==> config.mk <==
export PLATFORM = sky130hd
export DESIGN_NAME = sac_top
export DESIGN_NICKNAME = d
export VERILOG_FILES = /design/src/sac_pkg.sv /design/src/sac_top.sv /design/src/sac_sar_engine.sv
export SDC_FILE = /design/constraint.sdc
export NUM_CORES = 1
export LEC_CHECK = 0
export BUFFER_PORTS_ARGS = -buffer_cell sky130_fd_sc_hd__buf_2
export CORE_MARGIN = 3
export CORE_UTILIZATION = 49
export DETAILED_ROUTE_END_ITERATION = 10
export GPL_TIMING_DRIVEN = 0
export PLACE_DENSITY = 0.75
export SYNTH_ARGS = -nofsm -noshare
export SYNTH_HDL_FRONTEND = slang
export SYNTH_SLANG_ARGS = --single-unit
==> constraint.sdc <==
create_clock -name clk -period 2.1 [get_ports clk]
set_input_delay 0.105 -clock clk [delete_from_list [all_inputs] [get_ports clk]]
set_output_delay 0.105 -clock clk [all_outputs]
set_load 0.03 [all_outputs]
==> src/sac_pkg.sv <==
// Shared constants, register map and types for the successive-approximation converter control.
// Contract
// - Result register is 8-bit read-only, readable anytime, undefined during conversion.
// - Result holds the finished 8-bit code until the next conversion completes.
// - Reset leaves the result register untouched.
// - Mode register resets to 0x30.
// - Mode bit 7 picks the period: 0 gives 62 cycles, 1 gives 31.
// - Mode bit 6 gates external trigger starts.
// - Mode bits 5 and 4 always read one and ignore writes.
// - Channel field: 00xx none, 0100..1111 select inputs 0..11.
// - Writing one to start bit 7, or the enabled trigger edge, starts a conversion.
// - At completion the result loads and the active flag clears together.
// - Active flag reads busy state; writing zero aborts; resets to zero.
// - Start register bits 6..0 always read one and ignore writes.
// - Result found by successive approximation, MSB first, 8-bit code.
// - Active flag falling at completion sets the done request flag.
// - Interrupt raised only while the done interrupt enable is one.
// - Trigger needs pin function bit and trigger enable; edge select picks polarity.
package sac_pkg;

   // Register addresses on the plain register port.
   localparam logic [15:0] ADDR_MODE   = 16'hFFC4;
   localparam logic [15:0] ADDR_RESULT = 16'hFFC5;
   localparam logic [15:0] ADDR_START  = 16'hFFC6;
   localparam logic [15:0] ADDR_IRQCTL = 16'hFFC7;

   // Field positions and fixed values.
   localparam int          MODE_FAST_BIT   = 7;
   localparam int          MODE_TRIG_BIT   = 6;
   localparam int          START_ACT_BIT   = 7;
   localparam int          IRQCTL_REQ_BIT  = 0;
   localparam logic [7:0]  MODE_RST        = 8'h30;
   localparam logic [1:0]  MODE_RSVD       = 2'h3;
   localparam logic [6:0]  START_RSVD      = 7'h7F;
   localparam logic [3:0]  IRQCTL_RSVD     = 4'h0;
   localparam logic [7:0]  RDATA_IDLE      = 8'h00;

   // Conversion timing in clock cycles.
   localparam int          NUM_BITS        = 8;
   localparam logic [5:0]  PERIOD_SLOW     = 6'h3E;
   localparam logic [5:0]  PERIOD_FAST     = 6'h1F;
   localparam logic [3:0]  STEP_SLOW       = 4'h6;
   localparam logic [3:0]  STEP_FAST       = 4'h3;
   localparam logic [5:0]  SAMPLE_SLOW     = 6'(PERIOD_SLOW - NUM_BITS * STEP_SLOW);
   localparam logic [5:0]  SAMPLE_FAST     = 6'(PERIOD_FAST - NUM_BITS * STEP_FAST);

   // Channel decode.
   localparam int          NUM_CHAN        = 12;
   localparam logic [1:0]  CHAN_NONE_HI    = 2'h0;
   localparam logic [3:0]  CHAN_BASE       = 4'h4;

   // Approximation register seed.
   localparam logic [7:0]  SAR_MSB         = 8'h80;

   typedef struct packed {
      logic       period_fast;
      logic       trig_en;
      logic [3:0] chan;
   } sac_mode_s;

   typedef struct packed {
      logic edge_rise;
      logic pin_func;
      logic irq_en;
      logic done_req;
   } sac_irqctl_s;

   localparam sac_mode_s   MODE_RST_S   = '{period_fast: MODE_RST[7], trig_en: MODE_RST[6], chan: MODE_RST[3:0]};
   localparam sac_irqctl_s IRQCTL_RST_S = '{edge_rise: 1'b0, pin_func: 1'b0, irq_en: 1'b0, done_req: 1'b0};

   typedef enum logic [2:0] {
      ST_IDLE    = 3'h1,
      ST_SAMPLE  = 3'h2,
      ST_RESOLVE = 3'h4
   } sac_state_e;

endpackage

==> src/sac_top.sv <==
// Control logic of the 8-bit 12-channel successive-approximation converter.
`timescale 1ns/10ps
module sac_top
   import sac_pkg::*;
(
   // Clock and reset.
   input  wire logic        clk,
   input  wire logic        sys_rst,
   // Register port.
   input  wire logic [15:0] reg_addr,
   input  wire logic [7:0]  reg_wdata,
   input  wire logic        reg_wr,
   input  wire logic        reg_rd,
   output logic [7:0]       reg_rdata,
   // Analog front end.
   input  wire logic        comp_above,
   output logic [7:0]       dac_code,
   output logic             sample_hold,
   output logic [11:0]      chan_sel,
   // External trigger and interrupt.
   input  wire logic        ext_trigger_pin,
   output logic             conv_done_irq
);

   // Register state.
   sac_mode_s   mode_ff;
   sac_irqctl_s irqctl_ff;
   sac_state_e  state_ff;
   sac_state_e  nxt_state;
   logic [7:0]  result_ff;
   logic [7:0]  rdata_ff;
   logic [5:0]  cyc_ff;
   logic [3:0]  step_ff;
   logic [11:0] chan_ff;
   logic        sh_ff;
   logic        irq_ff;
   logic [2:0]  trig_sync_ff;

   // Address decode.
   wire         hit_mode   = (reg_addr == ADDR_MODE);
   wire         hit_result = (reg_addr == ADDR_RESULT);
   wire         hit_start  = (reg_addr == ADDR_START);
   wire         hit_irqctl = (reg_addr == ADDR_IRQCTL);
   wire         wr_mode    = reg_wr && hit_mode;
   wire         wr_start   = reg_wr && hit_start;
   wire         wr_irqctl  = reg_wr && hit_irqctl;

   // Selected timing.
   wire [5:0]   period_len = mode_ff.period_fast ? PERIOD_FAST : PERIOD_SLOW;
   wire [5:0]   sample_len = mode_ff.period_fast ? SAMPLE_FAST : SAMPLE_SLOW;
   wire [3:0]   step_len   = mode_ff.period_fast ? STEP_FAST : STEP_SLOW;

   // Trigger edge; only the second and third stages are looked at.
   wire         trig_rise  = trig_sync_ff[1] && !trig_sync_ff[2];
   wire         trig_fall  = !trig_sync_ff[1] && trig_sync_ff[2];
   wire         trig_edge  = irqctl_ff.edge_rise ? trig_rise : trig_fall;
   wire         trig_start = trig_edge && mode_ff.trig_en && irqctl_ff.pin_func;

   // Start and abort; a software abort outranks a trigger in the same cycle.
   wire         sw_start   = wr_start && reg_wdata[START_ACT_BIT];
   wire         sw_abort   = wr_start && !reg_wdata[START_ACT_BIT];
   wire         start      = !sw_abort && (sw_start || trig_start);
   wire         active     = (state_ff != ST_IDLE);

   // Phase boundaries.
   wire         sample_end = (state_ff == ST_SAMPLE) && (cyc_ff == 6'(sample_len - 6'h01));
   wire         step_pulse = (state_ff == ST_RESOLVE) && (step_ff == 4'(step_len - 4'h1));
   wire         last_cyc   = (state_ff == ST_RESOLVE) && (cyc_ff == 6'(period_len - 6'h01));
   wire         done       = last_cyc && !sw_abort && !start;

   // Done request: a completion beats a software clear in the same cycle.
   wire         req_clr    = wr_irqctl && !reg_wdata[IRQCTL_REQ_BIT];
   wire         nxt_req    = done || (irqctl_ff.done_req && !req_clr);

   // Channel decode into one-hot selects.
   wire [3:0]   chan_idx   = 4'(mode_ff.chan - CHAN_BASE);
   wire         chan_none  = (mode_ff.chan[3:2] == CHAN_NONE_HI);
   logic [11:0] chan_dec;

   genvar gi;
   generate
      for (gi = 0; gi < NUM_CHAN; gi++) begin : g_chan
         assign chan_dec[gi] = !chan_none && (chan_idx == 4'(gi));
      end
   endgenerate

   // Read mux; mode and start reserved bits read as one, interrupt-control reserved bits as zero.
   wire [7:0]   rd_mode    = {mode_ff.period_fast, mode_ff.trig_en, MODE_RSVD, mode_ff.chan};
   wire [7:0]   rd_start   = {active, START_RSVD};
   wire [7:0]   rd_irqctl  = {IRQCTL_RSVD, irqctl_ff};
   wire [7:0]   rd_mux     = hit_mode   ? rd_mode :
                             hit_start  ? rd_start :
                             hit_result ? result_ff :
                             hit_irqctl ? rd_irqctl : RDATA_IDLE;

   // Engine steps from the divider pulse; the last step lands on the final cycle.
   logic [7:0]  sar_code;
   logic [7:0]  sar_resolved;

   sac_sar_engine u_engine (
      .clk        (clk),
      .sys_rst    (sys_rst),
      .load       (start),
      .step       (step_pulse),
      .comp_above (comp_above),
      .code       (sar_code),
      .resolved   (sar_resolved)
   );

   // Sequencer next state.
   always_comb begin
      nxt_state = state_ff;
      unique case (state_ff)
         ST_IDLE: begin
            if (start) begin
               nxt_state = ST_SAMPLE;
            end
         end
         ST_SAMPLE: begin
            if (sw_abort) begin
               nxt_state = ST_IDLE;
            end else if (start) begin
               nxt_state = ST_SAMPLE;
            end else if (sample_end) begin
               nxt_state = ST_RESOLVE;
            end
         end
         ST_RESOLVE: begin
            if (sw_abort || last_cyc) begin
               nxt_state = start ? ST_SAMPLE : ST_IDLE;
            end else if (start) begin
               nxt_state = ST_SAMPLE;
            end
         end
         default: begin
            nxt_state = ST_IDLE;
         end
      endcase
   end

   // Sequencer state and cycle counters.
   always_ff @(posedge clk or posedge sys_rst) begin
      if (sys_rst) begin
         state_ff <= ST_IDLE;
         cyc_ff   <= '0;
         step_ff  <= '0;
      end else begin
         state_ff <= nxt_state;
         cyc_ff   <= (start || !active) ? '0 : 6'(cyc_ff + 6'h01);
         step_ff  <= (state_ff != ST_RESOLVE || step_pulse || start) ? '0 : 4'(step_ff + 4'h1);
      end
   end

   // Mode and interrupt control registers.
   always_ff @(posedge clk or posedge sys_rst) begin
      if (sys_rst) begin
         mode_ff   <= MODE_RST_S;
         irqctl_ff <= IRQCTL_RST_S;
      end else begin
         if (wr_mode) begin
            mode_ff <= {reg_wdata[MODE_FAST_BIT], reg_wdata[MODE_TRIG_BIT], reg_wdata[3:0]};
         end
         irqctl_ff.done_req <= nxt_req;
         if (wr_irqctl) begin
            irqctl_ff.edge_rise <= reg_wdata[3];
            irqctl_ff.pin_func  <= reg_wdata[2];
            irqctl_ff.irq_en    <= reg_wdata[1];
         end
      end
   end

   // Result has no reset so its contents survive one; it holds until the next completion.
   always_ff @(posedge clk) begin
      if (done) begin
         result_ff <= sar_resolved;
      end
   end

   // Synchroniser, registered outputs and read data.
   always_ff @(posedge clk or posedge sys_rst) begin
      if (sys_rst) begin
         trig_sync_ff <= '0;
         rdata_ff     <= RDATA_IDLE;
         chan_ff      <= '0;
         sh_ff        <= 1'b0;
         irq_ff       <= 1'b0;
      end else begin
         trig_sync_ff <= {trig_sync_ff[1:0], ext_trigger_pin};
         rdata_ff     <= reg_rd ? rd_mux : RDATA_IDLE;
         chan_ff      <= chan_dec;
         sh_ff        <= (nxt_state == ST_SAMPLE);
         irq_ff       <= nxt_req && irqctl_ff.irq_en;
      end
   end

   assign reg_rdata     = rdata_ff;
   assign dac_code      = sar_code;
   assign sample_hold   = sh_ff;
   assign chan_sel      = chan_ff;
   assign conv_done_irq = irq_ff;

endmodule

==> src/sac_sar_engine.sv <==
// Successive-approximation register that resolves one bit per step, MSB first.
`timescale 1ns/10ps
module sac_sar_engine
   import sac_pkg::*;
(
   // Clock and reset.
   input  wire logic       clk,
   input  wire logic       sys_rst,
   // Control.
   input  wire logic       load,
   input  wire logic       step,
   input  wire logic       comp_above,
   // Trial code to the ladder and the code with the current bit decided.
   output logic [7:0]      code,
   output logic [7:0]      resolved
);

   logic [7:0] code_ff;
   logic [7:0] ptr_ff;
   logic [7:0] nxt_code;
   logic [7:0] nxt_ptr;

   // The bit under trial stays only when the input sits at or above the trial level.
   assign resolved = comp_above ? code_ff : (code_ff & ~ptr_ff);
   assign nxt_code = load ? SAR_MSB : (step ? (resolved | (ptr_ff >> 1)) : code_ff);
   assign nxt_ptr  = load ? SAR_MSB : (step ? (ptr_ff >> 1) : ptr_ff);
   assign code     = code_ff;

   // Trial code and bit pointer.
   always_ff @(posedge clk or posedge sys_rst) begin
      if (sys_rst) begin
         code_ff <= SAR_MSB;
         ptr_ff  <= SAR_MSB;
      end else begin
         code_ff <= nxt_code;
         ptr_ff  <= nxt_ptr;
      end
   end

endmodule

## Word level (Yosys, flattened, before mapping)

Cells that the tools add are included.

| operators by class | value |
|---|---|
| add/sub/neg operators | 6 |
| $mul | 0 |
| divide/modulo/power cells | 0 |
| order comparisons | 0 |
| equality and inequality tests | 24 |
| shift-type cells | 0 |
| muxes and demuxes | 23 |
| bitwise logic cells | 3 |
| reduce and logical (&&, ||, !) cells | 48 |

Operator list:

| cell | number |
|---|---|
| 2-to-1 mux 8 bit | 9 |
| == test 16 bit (second input constant) | 4 |
| logical AND 1 bit | 30 |
| 2-to-1 mux 3 bit | 6 |
| == test 4 x 3 -> 1 bit (second input constant) | 4 |
| == test 4 bit (second input constant) | 4 |
| == test 6 bit | 2 |
| 2-to-1 mux 4 bit | 3 |
| 2-to-1 mux 6 bit | 2 |
| zero test 1 bit | 9 |
| case mux 3 bit (3 select lines) | 1 |
| AND 8 bit | 1 |
| == test 4 x 2 -> 1 bit (second input constant) | 2 |
| inverter 8 bit | 1 |
| bitwise OR 8 x 7 -> 8 bit | 1 |
| adder 6 x 1 -> 6 bit (second input constant) | 1 |
| == test 3 x 2 -> 1 bit (second input constant) | 2 |
| logical OR 1 bit | 6 |
| subtractor 6 x 1 -> 6 bit (second input constant) | 1 |
| subtractor 4 x 1 -> 5 bit (second input constant) | 1 |
| adder 4 x 1 -> 4 bit (second input constant) | 1 |
| == test 4 x 1 -> 1 bit (second input constant) | 1 |
| == test 4 bit | 1 |
| zero test 4 bit | 1 |
| other kinds (10) | 10 |

| word-level totals | value |
|---|---|
| register bits | 72 |
| latch bits | 0 |
| memory bits (writable) | 0 |
| memory bits (read-only) | 0 |
| bits of input ports | 30 |
| word-level logic and storage cells | 122 |
| memories | 0 |

## Longest topological paths before layout

Gate-level depths: netlist (run 1).

| depth | value |
|---|---|
| depth in word-level cells | 11 |
| mapped depth | 8 |
| gate-level depth less buffers | 5 |

## Hierarchy

From an unflattened synthesis (run 1), not the netlist that was laid out.

| second synthesis, totals | value |
|---|---|
| cell total of the unflattened synthesis | 264 |
| area, all modules | 3130.5 um^2 |

By module, submodules not included:

| module | times used | cells each | area each (um^2) |
|---|---|---|---|
| sac_top | 1 | 193 | 2349.8 |
| sac_sar_engine | 1 | 71 | 780.7 |

## Worst setup path before layout (run 1)

No wires, ideal clock.

| path | value |
|---|---|
| path kind | input port to flip-flop |
| from | input port reg_addr[3] |
| to | register u_engine.code_ff[1] (netlist: u_engine.code[1]) |
| setup time | 94 ps |
| data arrival time | 2213 ps |
| data required time | 2006 ps |
| setup slack | -207 ps |
| stages on the path | 8 |
| cell sequence | or4b_1 > or4_1 > buf_6 > nor3_2 > mux2_2 > buf_6 > buf_6 > a211oi_1 |

| on the way | value |
|---|---|
| longest elaborated chain between the ends | 6 |
| elaborated cells between the ends (all ways) | 9 |

RTL lines:

| item | RTL line | RTL |
|---|---|---|
| from (decl) | sac_top.sv:10 | `input wire logic [15:0] reg_addr,` |
| == test 16 bit * | sac_top.sv:42 | `wire hit_start = (reg_addr == ADDR_START);` |
| logical AND 1 bit * | sac_top.sv:45 | `wire wr_start = reg_wr && hit_start;` |
| logical AND 1 bit (on tied branches) | sac_top.sv:61, sac_top.sv:60 |  |
| zero test 1 bit / logical OR 1 bit (equally long branches) | sac_top.sv:62 | `wire start = !sw_abort && (sw_start \|\| trig_start);` |
| logical AND 1 bit * | sac_top.sv:62 |  |
| 2-to-1 mux 8 bit / nonzero test 2 bit (equally long branches) | - |  |
| to (signal assigned) | sac_sar_engine.sv:35 | `code_ff <= nxt_code;` |
| to (decl) | sac_sar_engine.sv:18 | `logic [7:0] code_ff;` |

Mark *: on every way between the ends. The rest lies on a longest branch, timed or not.
A chain may end at the register's enable or synchronous reset.

## Final worst setup path (run 1)

| path | value |
|---|---|
| from | input port reg_addr[3] |
| to | register cyc_ff[3] |

| on the way | value |
|---|---|
| longest elaborated chain between the ends | 7 |
| elaborated cells between the ends (all ways) | 9 |

RTL lines:

| item | RTL line | RTL |
|---|---|---|
| == test 16 bit * | sac_top.sv:42 |  |
| logical AND 1 bit * | sac_top.sv:45 |  |
| logical AND 1 bit (on tied branches) | sac_top.sv:61, sac_top.sv:60 |  |
| zero test 1 bit / logical OR 1 bit (equally long branches) | sac_top.sv:62 |  |
| logical AND 1 bit * | sac_top.sv:62 |  |
| logical OR 1 bit * | sac_top.sv:149 | `cyc_ff <= (start \|\| !active) ? '0 : 6'(cyc_ff + 6'h01);` |
| 2-to-1 mux 6 bit * | sac_top.sv:149 |  |
| to (signal assigned) | sac_top.sv:149 |  |
| to (decl) | sac_top.sv:32 | `logic [5:0] cyc_ff;` |

Marked as above.

==> results.md, run 1 <==
* Mux contribution to synthesized area at approximately 5.7%
* Synth Warn # at 0
* Yosys top cell area share at about half
* Worst Hold Depth at 3
* Clock sink count at 72
* Vias per cell at between 5 and 6
* Period utilisation layout at between 90% and 100%
* Cell mode on critical path: buf_2
* CP required at 2.35 ns
* Die width at roughly 85 µm
* Peak VDD IR at 506 µV
* Initial antenna violation count at 0
* First-pass GRT wire length at around 11 mm
* Layout area overhead at 25.7%
* Hold Fails Final Rpt at 0
* Ys async rst share at approximately nine tenths
* Number of distinct library cells after synthesis at 47
* Hold Crit Class: in2reg
* Final ANT Viol Nets at 0
* CTS buffer count at 9
* Post-Syn Area at roughly 3100 µm²
* Status: completed
* IO Count at 60
* Core region area at about 6000 µm²
* PwrDens at roughly 730 nW/µm²
* Largest family of logic cells by synthesized area: simple AND/OR/NAND/NOR gates
* Wire length per cell at between 10 and 15 µm
* Initial Util at between 50 and 60%
* Max_cap viols at 0
* 1st-iter DRT viols at just over 100
* Slew Limit Fails at 0
* CTS tree: yes
* Die area at approximately 7200 µm²
* Register area share after synthesis at between 60% and 70%
* RSZ-0062 raised after global routing: yes
* Nets at ~370
* Crit start category: input port
* Crit Path Category: in2reg
* Synth top area cells: dfrtp_1 (50%), edfxtp_1 (7.9%), nor2_1 (4.1%)
* Largest net degree at the start of global routing at 34
* Met3 WL at about 330 µm
* Remaining Overflow, GRT at 0
* FF-to-FF path depth at 6
* # H-tree levels at 3
* Crit path max fanout at 10
* Worst Setup SP: reg_addr[3]
* Final instance area at 3840 µm²
* Number of synthesized register bits at approximately 70
* Top Layer Used: met4
* Reg-to-Reg Start: state_ff[2]$_DFF_PP0_
* Mean area per synthesized cell at 11.8 µm²
* Critical Path AT at 2.28 ns
* Simple-gate share of the synthesized area at 17.8%
* Synth Flop Type: dfrtp_1
* # DRC at 0
* Tot Pwr at about 2800 µW
* Ant diodes at 0
* Post-synthesis xor/xnor area fraction at between 2 and 2.5%
* IO buf count at between 50 and 60
* Worst-case clock skew at 0.0118 ns
* Setup violators final at 0
* Via count at ~2200
* Clk slew on worst S/H paths at about 0.08 ns
* Worst setup EP type: register
* Rel. slew slack at 27.2%
* Root buffer cell: clkbuf_8
* Largest area contributor in the netlist: dfrtp_1
* CTS Buffer Depth at 2
* Cells after Synth at between 200 and 300
* Post-synthesis compound-gate area fraction at 10.1%
* Minimum clock period at between 2 and 2.5 ns
* Most frequent cell after synthesis: dfrtp_1
* FMAX at 492 MHz
* Delay of the slowest cell on the worst path at ~0.54 ns
* Number of global-route vias before repair at about 2200
* Min-Delay Startpoint: reg_wdata[1]
* Layout cell share with drive strength beyond 1 at a little under a third
* Site Rows at 28
* Post-Synth Adder-Cell Area at less than 1%
* # fillers at between 400 and 500
* Slowest library cell on the worst path: or4_1
* Final Wtd Congestion at 0.830
* Placed cell areas at 3480 µm²
* Slew @ Worst Pin at between 1 and 1.5 ns
* GRT Total Usage at roughly a fifth
* Syn Nets at just under 300
* EDFF count, synth at 8
* WL met2 at just over 3 mm
* Routed WL at between 6 and 7 mm
* Commonest cells in the netlist: dfrtp_1 (61), nor2_1 (33), nand2_1 (20)
* DP HPWL at 4.47 mm
* Cell Chain, Critical Path: buf_2 > or4b_1 > or4_1 > buf_6 > nor3_4 > mux2_4 > buf_2 > nor3_1
* Pleak at 0.00175 µW
* Drt pass-1 iters at 4
* WHS at approximately 0.019 ns
* Clk_lat worst skew at approximately 0.34 ns
* DIE HEIGHT at about 85 µm
* Wl on met1 at between 2 and 3 mm
-- routing by layer --
metal	track usage [%]	vias to the layer above
li1	-	1083
met4	4.32	0
met5	0	-
met3	6.02	4
met1	26.3	1099
met2	29.7	61
-- worst max-delay path: cells and delay by family --
kind          cells  cell delay, ns
buf+inv           3            0.45
mux               1            0.33
simple gates      4            1.39
-- layout make-up --
cell class / count / area, µm² / share of cell area (%)
sequential: 72 / 1850 / 48.0
multi-input combinational: 169 / 1170 / 30.4
timing repair buffer: 67 / 403 / 10.5
clock buffer: 9 / 124 / 3.22
clock inverter: 7 / 119 / 3.09
tap: 75 / 93.8 / 2.44
buffer: 9 / 61.3 / 1.59
inverter: 8 / 30.0 / 0.781
-- per-stage QoR --
step	setup TNS, ns	utilization, %	setup WS [ns]	cells
final	0	64.2	0.0681	416
after global routing	-0.0314	64.2	-0.0188	416
after CTS	0	64.0	0.0161	416
after detailed placement	-10.01	58.1	-0.345	392
after global placement	-28.92	57.7	-0.323	391
after floorplan	-1.68	-	-0.106	260
-- power breakdown --
part,internal [µW],total [µW],switching (µW)
logic,39.7,98.4,58.7
registers,1410,1410,1.89
clock network,791,1320,524
total,2240,2830,584
-- path summary, 6_finish.rpt --
kind,to,slack (ns)
setup / recovery,cyc_ff[3]$_DFF_PP0_,0.07
setup reg to reg,conv_done_irq$_DFF_PP0_,0.09
hold reg to reg,trig_sync_ff[1]$_DFF_PP0_,0.36
max in group asynchronous,u_engine.ptr_ff[7]$_DFFE_PP1P_,1.02
min in group asynchronous,chan_sel[6]$_DFF_PP0_,0.41
hold / removal,mode_ff[1]$_DFFE_PP0P_,0.02
-- kinds of logic (layout without fill, tap and decap cells) --
logic type,count (synthesis),after routing
fa+ha+maj,2,2
simple gates,101,101
compound gates,43,43
flops,72,72
mux,16,16
xor+xnor,7,7
buf+inv,19,100
-- layout by cell type, fill, tap and decap left out, types with 3 or more instances in the layout --
master	count
a211oi_1	8
a21boi_0	7
a21oi_1	5
a221oi_1	4
buf_2	57
buf_4	4
buf_6	3
bufinv_16	3
clkbuf_1	3
clkbuf_8	9
dfrtp_1	60
dfstp_2	3
dlygate4sd3_1	6
edfxtp_1	8
inv_1	7
mux2_2	3
mux2_4	3
mux2i_1	10
nand2_1	20
nand3_1	5
nor2_1	33
nor3_1	10
nor3b_1	5
nor4_1	4
o21ai_0	5
or4bb_1	3
xnor2_1	4
xor2_1	3
-- sequential cells by signal (all words and copies together) (netlist names) --
signal,cells
chan_sel,12
conv_done_irq,1
cyc_ff,6
irqctl_ff,4
mode_ff,6
reg_rdata,8
result_ff,8
sample_hold,1
state_ff,3
step_ff,4
trig_sync_ff,3
u_engine.code,8
u_engine.ptr_ff,8
-- timing repair --
item,in CTS,in global routing
hold endpoints to repair,37,0
hold buffers,6,0
setup endpoints to repair,26,18
pin swaps,2,1
setup buffers,2,2
gates resized for setup,7,2
(Power assumes the default switching activity.)
==> run 2: changes to the inputs <==
CELL_PAD_IN_SITES_DETAIL_PLACEMENT = 1   (was unset)
CELL_PAD_IN_SITES_GLOBAL_PLACEMENT = 1   (was unset)
CORE_UTILIZATION = 39   (was 49)
PLACE_DENSITY = unset   (was 0.75)
PLACE_DENSITY_LB_ADDON = 0.1   (was unset)
SYNTH_HIERARCHICAL = 1   (was unset)
==> run 2 against run 1 <==
Maximum frequency rose by 2.1%. Clock skew is 0.00088 ns lower. Power down 6.5%. Final cell count rose by 7.0%. Hold slack better by 0.017 ns. First-iteration DRC count shrank 32%. Sequential power barely moved. Design area increased by 0.26%. Die area increased by 26%. Synthesized cell count up 1.5%.
==> results.md, run 2 <==
* Status: completed (unchanged)
* Crit start category: register (was input port)
* Number of synthesized register bits at 72 (unchanged)
* FF-to-FF path depth at 7 (was 6)
* Number of global-route vias before repair at 2354 (was 2241)
* Min-Delay Startpoint: reg_wdata[0] (was reg_wdata[1])
* Post-CTS Setup Bufs at 0 (was 2)
* Pleak at 0.00173 µW (was 0.00175 µW)
* Wl on met1 at 3.29 mm (was 2.80 mm)
* Slowest library cell on the worst path: or3b_2 (was or4_1)
* Synth top area cells: dfrtp_1 (49%), edfxtp_1 (7.7%), a311oi_2 (3.4%) (was dfrtp_1 (50%), edfxtp_1 (7.9%), nor2_1 (4.1%))
* Initial antenna violation count at 0 (unchanged)
* Worst Hold Depth at 2 (was 3)
* Hold Crit Class: in2reg (unchanged)
* RR Endpoint: u_engine/code[6]$_DFFE_PP0P_ (was conv_done_irq$_DFF_PP0_)
* Clk slew on worst S/H paths at 0.09 ns (was 0.08 ns)
* R2r setup slk at 0.11 ns (was 0.09 ns)
* GRT Total Usage at 16.8% (was 19.0%)
* Synth Warn # at 6 (was 0)
* RSZ-0062 raised after global routing: no (was yes)
* Reg-to-Reg Start: irqctl_ff[3]$_DFFE_PP0P_ (was state_ff[2]$_DFF_PP0_)
* PwrDens at 685 nW/µm² (was 735 nW/µm²)
* Most frequent cell after synthesis: dfrtp_1 (unchanged)
* Layout cell share with drive strength beyond 1 at 32.1% (was 30.8%)
* Crit Path Category: reg2reg (was in2reg)
* 1st-iter DRT viols at 69 (was 102)
* Period utilisation layout at 94.7% (was 96.8%)
* CTS Buffer Depth at 2 (unchanged)
* Register area share after synthesis at 59.0% (was 60.4%)
* Clock sink count at 72 (unchanged)
* Crit path max fanout at 10 (unchanged)
* Cells after Synth at 264 (was 260)
* FMAX at 503 MHz (was 492 MHz)
* Die width at 95.6 µm (was 85.0 µm)
* Largest area contributor in the netlist: dfrtp_1 (unchanged)
* Slew @ Worst Pin at 0.921 ns (was 1.09 ns)
* Worst setup EP type: register (unchanged)
* Core region area at 7770 µm² (was 5990 µm²)
* Cell Chain, Critical Path: or3b_2 > a21oi_4 > o21ai_2 > nand2_1 > clkbuf_4 > buf_4 > a311oi_2 (was buf_2 > or4b_1 > or4_1 > buf_6 > nor3_4 > mux2_4 > buf_2 > nor3_1)
* Clk_lat worst skew at 0.34 ns (about the same)
* DP HPWL at 5.23 mm (was 4.47 mm)
* # fillers at 863 (was 477)
* Met3 WL at 400 µm (was 334 µm)
* Tot Pwr at 2640 µW (was 2830 µW)
* CP delay by family, top: simple AND/OR/NAND/NOR gates (unchanged)
* Final ANT Viol Nets at 0 (unchanged)
* Die area at 9140 µm² (was 7220 µm²)
* Hold Path End: mode_ff[0]$_DFFE_PP0P_ (was mode_ff[1]$_DFFE_PP0P_)
* FF+latch area at 1850 µm² (about the same)
* Synth Flop Type: dfrtp_1 (unchanged)
* Rel. slew slack at 38.0% (was 27.2%)
* Top Layer Used: met4 (unchanged)
* Nets at 370 (was 368)
* Ys async rst share at 88.9% (unchanged)
* Fin cells at 445 (was 416)
* Largest net degree at the start of global routing at 38 (was 34)
* # DRC at 0 (unchanged)
* Max FFs per register at 12 (unchanged)
* Final Wtd Congestion at 0.737 (was 0.830)
* Syn Nets at 296 (was 292)
* First-pass GRT wire length at 11.5 mm (was 11.0 mm)
* Vias per cell at 5.13 (was 5.40)
* CTS tree: yes (unchanged)
* Setup violators final at 0 (unchanged)
* # H-tree levels at 3 (unchanged)
* CTS buffer count at 9 (unchanged)
* CP bufs+invs at 2 (was 3)
* Post-Syn Area at 3130 µm² (was 3060 µm²)
* Ant diodes at 0 (unchanged)
* EDFF count, synth at 8 (unchanged)
* Wire length per cell at 16.2 µm (was 14.9 µm)
* Routed WL at 7.21 mm (was 6.20 mm)
* Drt pass-1 iters at 4 (unchanged)
* Initial Util at 40.3% (was 51.0%)
* Via count at 2282 (was 2247)
* Multi-input gate area at 1250 µm² (was 1170 µm²)
* Hold Fails Final Rpt at 0 (unchanged)
* DIE HEIGHT at 95.6 µm (was 85.0 µm)
* Commonest non-fill, non-tap cell in the layout: dfrtp_1 (unchanged)
* Critical Path AT at 2.20 ns (was 2.28 ns)
* Slew Limit Fails at 0 (unchanged)
* Yosys top cell area share at 48.8% (was 49.9%)
* Dpl cells at 424 (was 392)
* Commonest cells in the netlist: dfrtp_1 (61), nor2_1 (27), nand2_1 (21) (was dfrtp_1 (61), nor2_1 (33), nand2_1 (20))
* Remaining Overflow, GRT at 0 (unchanged)
* Layout area overhead at 23.1% (was 25.7%)
* Worst-case clock skew at 0.0109 ns (was 0.0118 ns)
* Peak VDD IR at 323 µV (was 506 µV)
* IO Count at 60 (unchanged)
* IO buf count at 57 (was 56)
* Mean area per synthesized cell at 11.9 µm² (was 11.8 µm²)
* Commonest cells after routing, fill and taps aside: dfrtp_1 (61), buf_2 (57), nor2_1 (27) (was dfrtp_1 (60), buf_2 (57), nor2_1 (33))
* CP required at 2.31 ns (was 2.35 ns)
* Number of distinct library cells after synthesis at 47 (unchanged)
* Root buffer cell: clkbuf_8 (unchanged)
* Minimum clock period at 1.99 ns (was 2.03 ns)
* WL met2 at 3.45 mm (was 3.05 mm)
* Delay of the slowest cell on the worst path at 0.50 ns (was 0.54 ns)
* Max_cap viols at 0 (unchanged)
* Site Rows at 32 (was 28)
run 2: layout make-up:
cell class	count	share of cell area [%]
well taps	102	3.31
plain buffers	7	1.17
inverters	8	0.779
clock buffers	9	3.21
flip-flops and latches	72	47.9
multi-input cells	177	32.4
repair buffers	63	9.22
clock inverters	7	2.08
run 2: cells by family (layout without fill, tap and decap cells):
family / after synthesis / count (layout) / synth area share, %
and+or+nand+nor: 100 / 100 / 18.5
muxes: 13 / 13 / 4.52
xor gates and xnor gates: 6 / 6 / 1.68
AOI/OAI and AO/OA: 56 / 56 / 13.3
DFF: 72 / 72 / 59.0
buffers and inverters: 15 / 94 / 2.24
adders and majority gates: 2 / 2 / 0.799
run 2: power by group:
group | switching, µW | leakage [µW] | internal [µW]
Clock | 560 | 0.000102 | 563
Sequential | 1.53 | 0.000868 | 1410
Combinational | 63.2 | 0.000762 | 43.7
run 2: how the worst max path moves through the flow:
stage / from / to / slack (ns) / cells past startpoint
final: irqctl_ff[3]$_DFFE_PP0P_ / u_engine/code[6]$_DFFE_PP0P_ / 0.11 / 7
after global routing: mode_ff[5]$_DFFE_PP0P_ / u_engine/code[1]$_DFFE_PP0P_ / 0.02 / 6
after CTS: mode_ff[5]$_DFFE_PP0P_ / result_ff[2]$_DFFE_PP_ / -0.03 / 3
after detailed placement: mode_ff[5]$_DFFE_PP0P_ / state_ff[0]$_DFF_PP1_ / -0.43 / 5
after global placement: state_ff[1]$_DFF_PP0_ / result_ff[2]$_DFFE_PP_ / -0.41 / 3
after floorplan: cyc_ff[0]$_DFF_PP0_ / result_ff[0]$_DFFE_PP_ / 0.03 / 3
run 2: metal layers:
metal	up-vias	GRT usage [%]
met5	-	0
met4	0	4.98
met3	7	4.89
met2	63	26.5
met1	1113	22.3
li1	1099	-
run 2: through the flow:
stage          util [%]  setup TNS, ns  worst slack (ns)  hold slack (ns)  area, µm²
4_1_cts            49.3         -0.241           -0.0297           0.0143       3830
5_1_grt            49.6              0            0.0217          0.00977       3850
2_1_floorplan         -              0            0.0328           0.0173       3130
3_3_place_gp       45.6          -5.53            -0.415            0.213       3540
6_report           49.6              0             0.110           0.0355       3850
3_5_place_dp       45.9          -5.85            -0.434           0.0812       3560
run 2: repair_timing:
action	in CTS	in global routing
setup endpoints to repair	19	19
endpoints found under the hold margin	30	0
pin swaps	0	1
hold buffers	5	0
gates resized for setup	4	4
